==> src/core/ispm_pkg.sv <==
// package for the idle/stop power-mode controller
// assumes a single 40 MHz system clock and an AHB-Lite register port
package ispm_pkg;
  localparam logic [11:0] ADDR_PWR_CTRL = 12'h000;
  localparam logic [11:0] ADDR_STATUS = 12'h004;
  localparam logic [11:0] ADDR_WAKE_CFG = 12'h008;
  localparam int BIT_IDLE = 0;
  localparam int BIT_STOP = 1;
  localparam int BIT_GP_LO = 2;
  localparam int BIT_GP_HI = 7;
  localparam int BIT_WAKE_MASK = 0;
  localparam logic [31:0] RST_PWR_CTRL = 32'h0000_0000;
  localparam logic [31:0] RST_WAKE_CFG = 32'h0000_0000;
  localparam logic [15:0] RESET_VECTOR = 16'h0000;
  localparam int RST_HOLD_CYCLES = 4;
  localparam int RST_CNT_W = 3;

  typedef enum logic [1:0]
  {
    ISPM_RUN = 2'b00,
    ISPM_IDLE = 2'b01,
    ISPM_STOP = 2'b11,
    ISPM_RESET = 2'b10
  } ispm_state_t;

  typedef struct packed
  {
    logic wdt_reset;
    logic mcd_reset;
    logic ext_reset;
  } ispm_rst_src_t;

  typedef struct packed
  {
    logic cpu_halt;
    logic hfosc_halt;
    logic cpu_reset;
  } ispm_ctrl_t;
endpackage

==> src/core/ispm_sync.sv <==
// two-flop synchroniser bank for asynchronous inputs
// assumes the destination clock is the system clock
`timescale 1ns/1ps
module ispm_sync #(
  parameter int W = 1
) (
  input wire logic clk, // system clock
  input wire logic arst_n, // async reset, low
  input wire logic [W-1:0] d, // async inputs
  output logic [W-1:0] q // synchronised outputs
);
  logic [W-1:0] meta_q;
  logic [W-1:0] sync_q;

  always_ff @(posedge clk or negedge arst_n)
  begin
    if (!arst_n)
    begin
      meta_q <= '0;
      sync_q <= '0;
    end
    else
    begin
      meta_q <= d;
      sync_q <= meta_q;
    end
  end

  assign q = sync_q;
endmodule

==> src/core/ispm_top.sv <==
// idle and stop mode control: halts the cpu core and precision oscillator
// assumes the core asserts INSN_DONE when the current instruction retires,
// and that reset sources arrive asynchronously from the reset system
// How it works
// [RL1] idle bit halts cpu after writing instruction
// [RL2] idle freezes only cpu, state preserved
// [RL3] peripheral clocks never gated by idle
// [RL4] idle ends on enabled interrupt or reset
// [RL5] enabled interrupt clears idle bit, cpu resumes
// [RL6] wake services interrupt, resumes after idle write
// [RL7] reset during idle runs normal reset sequence
// [RL8] watchdog timeout resets and ends idle
// [RL9] software may disable watchdog before idle
// [RL10] stop bit enters stop after writing instruction
// [RL11] stop halts cpu and precision oscillator
// [RL12] stop leaves low-power and external oscillators
// [RL13] only reset ends stop, vector zero
// [RL14] missing clock detector reset ends stop
// [RL15] software disables detector for long stops
// [RL16] software enables flash one-shot before low power
// [RL17] stop bit reads cleared after reset
`timescale 1ns/1ps
module ispm_top (
  input wire logic CLK_SYS, // 40 MHz system clock
  input wire logic ARST_N, // async reset, active low
  input wire logic [11:0] HADDR, // ahb address
  input wire logic [1:0] HTRANS, // ahb transfer type
  input wire logic HWRITE, // ahb write
  input wire logic [2:0] HSIZE, // ahb size
  input wire logic [31:0] HWDATA, // ahb write data
  input wire logic HSEL, // ahb slave select
  input wire logic HREADY, // ahb bus ready
  output logic [31:0] HRDATA, // ahb read data
  output logic HREADYOUT, // ahb slave ready
  output logic HRESP, // ahb response
  input wire logic INSN_DONE, // core: current instruction retired
  input wire logic IRQ_PENDING, // interrupt system: enabled interrupt asserted
  input wire logic WDT_RESET, // watchdog unit timeout reset request
  input wire logic MCD_RESET, // missing clock detector reset request
  input wire logic EXT_RESET, // external reset pin request
  output logic CPU_HALT, // cpu clock stop
  output logic HFOSC_HALT, // precision oscillator stop
  output logic CPU_RESET, // cpu reset sequence request
  output logic [15:0] RESET_VECTOR, // fetch address after reset
  output logic PERIPH_CLK_EN, // peripheral clock enable
  output logic [1:0] MODE // current power mode
);
  ispm_pkg::ispm_rst_src_t rst_raw;
  ispm_pkg::ispm_rst_src_t rst_sync;
  ispm_pkg::ispm_state_t state_q, state_d;
  ispm_pkg::ispm_ctrl_t ctrl_q, ctrl_d;
  logic [7:0] pwr_q, pwr_d;
  logic [31:0] wake_cfg_q, wake_cfg_d;
  logic [31:0] rdata_q, rdata_d;
  logic [11:0] addr_q, addr_d;
  logic wr_q, wr_d;
  logic [ispm_pkg::RST_CNT_W-1:0] rcnt_q, rcnt_d;
  logic any_reset;
  logic irq_wake;
  logic acc;

  assign rst_raw = '{wdt_reset: WDT_RESET, mcd_reset: MCD_RESET, ext_reset: EXT_RESET};

  ispm_sync #(.W(3)) u_sync (
    .clk(CLK_SYS),
    .arst_n(ARST_N),
    .d(rst_raw),
    .q(rst_sync)
  );

  function automatic logic addr_is(input logic [11:0] a, input logic [11:0] r);
    addr_is = (a[11:2] == r[11:2]);
  endfunction

  // halt and reset controls for one power mode
  function automatic ispm_pkg::ispm_ctrl_t ctrl_of(input ispm_pkg::ispm_state_t s);
    ispm_pkg::ispm_ctrl_t c;
    // only clocks stop, so cpu registers and memory keep their contents
    c.cpu_halt = (s == ispm_pkg::ISPM_IDLE) || (s == ispm_pkg::ISPM_STOP); // RL2
    c.hfosc_halt = (s == ispm_pkg::ISPM_STOP); // RL11
    c.cpu_reset = (s == ispm_pkg::ISPM_RESET); // RL7 RL13
    return c;
  endfunction

  // idle watchdog and stop detector resets share one path into the reset sequence
  assign any_reset = rst_sync.wdt_reset | rst_sync.mcd_reset | rst_sync.ext_reset; // RL8 RL14
  // wake cfg bit 0 lets software mask interrupt wake for bring-up; 0 = wake allowed
  assign irq_wake = IRQ_PENDING & ~wake_cfg_q[ispm_pkg::BIT_WAKE_MASK];
  assign acc = HSEL & HREADY & HTRANS[1];

  always_comb
  begin
    state_d = state_q;
    pwr_d = pwr_q;
    rcnt_d = rcnt_q;
    case (state_q)
      ispm_pkg::ISPM_RUN:
      begin
        if (any_reset)
        begin
          state_d = ispm_pkg::ISPM_RESET;
        end
        else if (pwr_q[ispm_pkg::BIT_STOP] && INSN_DONE)
        begin
          state_d = ispm_pkg::ISPM_STOP; // RL10
        end
        else if (pwr_q[ispm_pkg::BIT_IDLE] && INSN_DONE)
        begin
          state_d = ispm_pkg::ISPM_IDLE; // RL1
        end
      end
      ispm_pkg::ISPM_IDLE:
      begin
        if (any_reset)
        begin
          state_d = ispm_pkg::ISPM_RESET; // RL4 RL7
        end
        else if (irq_wake)
        begin
          // core resumes at the next instruction and takes the interrupt first
          pwr_d[ispm_pkg::BIT_IDLE] = 1'b0; // RL5 RL6
          state_d = ispm_pkg::ISPM_RUN; // RL4
        end
      end
      ispm_pkg::ISPM_STOP:
      begin
        // interrupts are deliberately ignored here
        if (any_reset)
        begin
          state_d = ispm_pkg::ISPM_RESET; // RL13
        end
      end
      ispm_pkg::ISPM_RESET:
      begin
        pwr_d = ispm_pkg::RST_PWR_CTRL[7:0]; // RL17
        if (any_reset)
        begin
          rcnt_d = '0;
        end
        else if (rcnt_q == ispm_pkg::RST_CNT_W'(ispm_pkg::RST_HOLD_CYCLES - 1))
        begin
          state_d = ispm_pkg::ISPM_RUN; // RL7
          rcnt_d = '0;
        end
        else
        begin
          rcnt_d = rcnt_q + 1'b1;
        end
      end
      default:
      begin
        state_d = ispm_pkg::ISPM_RESET;
      end
    endcase
    // register write lands in the data phase; the core only writes while running
    if (wr_q && addr_is(addr_q, ispm_pkg::ADDR_PWR_CTRL) && state_q == ispm_pkg::ISPM_RUN)
    begin
      pwr_d = HWDATA[ispm_pkg::BIT_GP_HI:0];
    end
  end

  always_ff @(posedge CLK_SYS or negedge ARST_N)
  begin
    if (!ARST_N)
    begin
      state_q <= ispm_pkg::ISPM_RESET;
      pwr_q <= ispm_pkg::RST_PWR_CTRL[7:0];
      rcnt_q <= '0;
    end
    else
    begin
      state_q <= state_d;
      pwr_q <= pwr_d;
      rcnt_q <= rcnt_d;
    end
  end

  always_comb
  begin
    addr_d = addr_q;
    wr_d = 1'b0;
    wake_cfg_d = wake_cfg_q;
    rdata_d = rdata_q;
    if (acc)
    begin
      addr_d = HADDR;
      wr_d = HWRITE;
    end
    if (wr_q && addr_is(addr_q, ispm_pkg::ADDR_WAKE_CFG))
    begin
      wake_cfg_d = {31'h0000_0000, HWDATA[ispm_pkg::BIT_WAKE_MASK]};
    end
    if (acc && !HWRITE)
    begin
      if (addr_is(HADDR, ispm_pkg::ADDR_PWR_CTRL))
      begin
        rdata_d = {24'h00_0000, pwr_q};
      end
      else if (addr_is(HADDR, ispm_pkg::ADDR_STATUS))
      begin
        rdata_d = {27'h000_0000, any_reset, irq_wake, CPU_HALT, state_q};
      end
      else if (addr_is(HADDR, ispm_pkg::ADDR_WAKE_CFG))
      begin
        rdata_d = wake_cfg_q;
      end
      else
      begin
        rdata_d = 32'h0000_0000;
      end
    end
  end

  always_ff @(posedge CLK_SYS or negedge ARST_N)
  begin
    if (!ARST_N)
    begin
      addr_q <= 12'h000;
      wr_q <= 1'b0;
      wake_cfg_q <= ispm_pkg::RST_WAKE_CFG;
      rdata_q <= 32'h0000_0000;
    end
    else
    begin
      addr_q <= addr_d;
      wr_q <= wr_d;
      wake_cfg_q <= wake_cfg_d;
      rdata_q <= rdata_d;
    end
  end

  // controls are registered beside the state so no decode glitch reaches a clock gate
  always_comb
  begin
    ctrl_d = ctrl_of(state_d);
  end

  always_ff @(posedge CLK_SYS or negedge ARST_N)
  begin
    if (!ARST_N)
    begin
      // same controls as the reset state
      ctrl_q <= '{cpu_halt: 1'b0, hfosc_halt: 1'b0, cpu_reset: 1'b1};
    end
    else
    begin
      ctrl_q <= ctrl_d;
    end
  end

  assign CPU_HALT = ctrl_q.cpu_halt;
  assign HFOSC_HALT = ctrl_q.hfosc_halt; // RL11 RL12
  assign CPU_RESET = ctrl_q.cpu_reset;
  assign RESET_VECTOR = ispm_pkg::RESET_VECTOR; // RL13
  assign PERIPH_CLK_EN = 1'b1; // RL3
  assign MODE = state_q;
  assign HRDATA = rdata_q;
  assign HREADYOUT = 1'b1;
  assign HRESP = 1'b0;
endmodule

==> config.mk <==
export PLATFORM = sky130hd
export DESIGN_NAME = ispm_top
export DESIGN_NICKNAME = d
export VERILOG_FILES = /design/src/core/ispm_pkg.sv /design/src/core/ispm_sync.sv /design/src/core/ispm_top.sv
export SDC_FILE = /design/constraint.sdc
export NUM_CORES = 1
export LEC_CHECK = 0
export BUFFER_PORTS_ARGS = -buffer_cell sky130_fd_sc_hd__buf_2
export CAP_MARGIN = 15
export CORE_UTILIZATION = 46
export CTS_BUF_LIST = sky130_fd_sc_hd__clkbuf_8
export DETAILED_ROUTE_END_ITERATION = 16
export PLACE_DENSITY_LB_ADDON = 0.1
export SLEW_MARGIN = 10
export SYNTH_ARGS = -nofsm -noshare
export SYNTH_HDL_FRONTEND = slang
export SYNTH_SLANG_ARGS = --single-unit
export TNS_END_PERCENT = 50
==> constraint.sdc <==
create_clock -name CLK_SYS -period 1.5 [get_ports CLK_SYS]
set_input_delay 0.15 -clock CLK_SYS [delete_from_list [all_inputs] [get_ports CLK_SYS]]
set_output_delay 0.15 -clock CLK_SYS [all_outputs]
set_load 0.05 [all_outputs]
==> impl_results.md <==
- Pre-antenna DRT Iters: 4
- Async set-reset flop share out of synthesis: 1.00
- Die width: approximately 70 um
- Vias in the first global route: about 1,100
- Net Switching: approximately 0.76 mW
- Outcome: finished clean
- Leakage: 1.29 nW
- Die area: 4890 um^2
- Post-route insts no fill: between 200 and 300
- Cell count after synthesis: 190
- Clock Latency Late Sink: about 0.29 ns
- RR Startpoint: rcnt_q[0]$_DFFE_PN0P_
- Number of diodes: 0
- Maxcap violations: 0
- Yosys warning count: 0
- Initial core utilization: 0.485
- Sw Ratio: 0.301
- Yosys reg bits: between 40 and 50
- Setup Viol. Count Final: 0
- CP Launch Type: flop
- Depth of the worst hold-timing path: 3
- Synth top area share: 0.459
- Seq/Total Area, Yosys: 0.484
- Part of the power in combinational logic: 0.167
- Tot GR Track Use: 0.155
- Crit path max fanout: 3
- CTS sink cnt: 41
- Final worst-path cycle share: 0.946
- Layout Skew: approximately 0.007 ns
- Worst hold path type: in -> reg
- Overall Power: about 2.5 mW
- Htree depth: 2
- Final hold vios: 0
- WL final: ~3.4 mm
- Placed cell count: between 200 and 300
- Reg clk slew, reported paths: around 0.080 ns
- First-pass GRT wire length: roughly 5.7 mm
- Number of nets in the layout: between 300 and 400
- Pin count of the biggest net entering global routing: 24
- Worst hold endpoint: wr_q$_DFF_PN0_
- CP required: approximately 1.7 ns
- Flop pwr share: 0.481
- TritonCTS clock tree: yes
- Row cnt: 24
- Filler cells: between 300 and 400
- P_int: 1.77 mW
- Layout cells sized above 1: 0.309
- Min Tclk post-route: ~1.4 ns
- Wire per inst: ~11 um
- Area leader, netlist: dfrtp_1
- Final setup TNS: 0 ns
- Max VDD drop: ~600 uV
- Top cells by area, synth: dfrtp_1, buf_4, mux2i_1
- Critical path type: reg -> reg
- Arrival @ worst endpoint: about 1.7 ns
- Final slew viol count: 0
- Origin of the worst min-delay path: HWRITE
- Max clock buf depth: 2
- Ports: ~120
- PD cells: between 1000 and 1500 nW/um^2
- FF-to-FF path depth: 4
- Root Buffer: clkbuf_8
- Routed Antenna Nets: 0
- Port bufs: between 40 and 50
- Initial DRC count: 58
- DPL Wire Length: 2.55 mm
- EDFF count, synth: 0
- Post-route worst setup slack: just over 0.08 ns
- FMAX: roughly 700 MHz
- Synth Cell Area: roughly 2100 um^2
- Distinct cells, synth: 37
- Pre-CTS setup slack: between 0.06 and 0.07 ns
- Vias per Instance: around 4.5
- Reg-to-Reg End: CPU_RESET$_DFF_PN1_
- Average cell area after synthesis: about 11 um^2
- Core area: around 4400 um^2
- Ys flop type: dfrtp_1
- R2R setup slack: about 0.082 ns
- Cts bufs inserted: 5
- Initial antenna violation count: 0
- Clock share of power: 0.352
- DR DRC count: 0
- Area Overhead vs Synth: 13.2%
- Die H: 70.0 um
- Routed vias: approximately 1,300
- Grt ovf: 0
- GP Congestion: between 0.6 and 0.7
- CP endpoint kind: flop
- RSZ-0062 raised after global routing: false
[placed cells by master, fill, tap and decap left out, drive strengths merged, types with 5 or more instances in the layout]
master,count
dfrtp,39
mux2,11
nand2,19
o21ai,8
buf,47
mux2i,13
clkbuf,5
inv,12
conb,43
[power by group through the flow]
stage          Sequential [mW]  Clock [mW]  Combinational, mW
3_3_place_gp              1.24           0              0.417
5_1_grt                   1.23       0.976              0.453
3_5_place_dp              1.24           0              0.419
4_1_cts                   1.22       0.919              0.427
2_1_floorplan             1.23           0              0.422
6_report                  1.22       0.891              0.424
[what timing repair did]
| action | in CTS | in global routing |
|---|---|---|
| resized for setup | 0 | 0 |
| setup buffers | 0 | 0 |
| endpoints found under the hold margin | 22 | 0 |
| hold buffers | 4 | 0 |
| setup endpoints to repair | 0 | 1 |
[flip-flops by register name, summed over array words and instances, names as in the netlist]
| signal | cells |
|---|---|
| CPU_RESET | 1 |
| MODE | 1 |
| rcnt_q | 3 |
| HRDATA | 8 |
| pwr_q | 8 |
| wake_cfg_q | 1 |
| wr_q | 1 |
| u_sync.meta_q | 3 |
| CPU_HALT | 1 |
| u_sync.q | 3 |
| HFOSC_HALT | 1 |
| addr_q | 10 |
[logic make-up (layout without fill, tap and decap cells)]
group                      count (synthesis)  after routing  share of synthesized area
AOI/OAI and AO/OA                         17             17                     0.0548
adders and majority gates                  1              1                    0.00589
buffers and inverters                     59             71                      0.184
DFF                                       41             41                      0.484
muxes                                     24             24                      0.120
other                                      2             43                    0.00353
and+or+nand+nor                           46             46                      0.148
[per-layer routing]
layer / global-route usage / part of all wire / vias to the layer above
li1: - / - / 649
met1: 0.227 / 0.50 / 593
met2: 0.209 / 0.41 / 68
met3: 0.0592 / 0.069 / 5
met4: 0.0533 / 0.015 / 0
met5: 0 / 0 / -
[cell usage after synthesis, types with 3 or more instances]
library cell,instances
buf_4,44
buf_2,3
nor3_1,3
nand2b_1,4
inv_1,12
nor2_1,4
mux2_2,10
o21ai_1,8
nand2_1,19
dfrtp_1,39
mux2i_1,13
[area by class of cell]
| cell class | count | area, um^2 | area share |
|---|---|---|---|
| clock buffer | 5 | 68.8 | 0.0286 |
| clock inverter | 3 | 46.3 | 0.0193 |
| inverter | 12 | 45.0 | 0.0187 |
| multi-input combinational | 131 | 860 | 0.357 |
| sequential | 41 | 1030 | 0.428 |
| tap | 52 | 65.1 | 0.0271 |
| timing repair buffer | 51 | 290 | 0.121 |
[worst max path at each step]
stage	start	end	depth (start not counted)
5_1_grt	rcnt_q[0]$_DFFE_PN0P_	CPU_RESET$_DFF_PN1_	4
6_report	rcnt_q[0]$_DFFE_PN0P_	CPU_RESET$_DFF_PN1_	4
2_1_floorplan	MODE[1]$_DFF_PN1_	CPU_RESET$_DFF_PN1_	3
3_5_place_dp	rcnt_q[0]$_DFFE_PN0P_	CPU_RESET$_DFF_PN1_	4
4_1_cts	rcnt_q[0]$_DFFE_PN0P_	CPU_RESET$_DFF_PN1_	4
3_3_place_gp	rcnt_q[0]$_DFFE_PN0P_	CPU_RESET$_DFF_PN1_	4
[stage by stage]
step	util	area (um^2)	hold WS (ns)
2_1_floorplan	-	2280	-0.146
3_3_place_gp	0.513	2250	0.156
3_5_place_dp	0.513	2250	0.148
4_1_cts	0.549	2400	0.0596
5_1_grt	0.549	2400	0.0677
6_report	0.549	2400	0.0623
[worst max-delay path, stage by stage (launching register included)]
cell      delay, ns
dfrtp_1        0.38
ha_1           0.19
or3b_1         0.36
a211oi_2       0.24
o21ba_1        0.18
(Power assumes the default switching activity.)
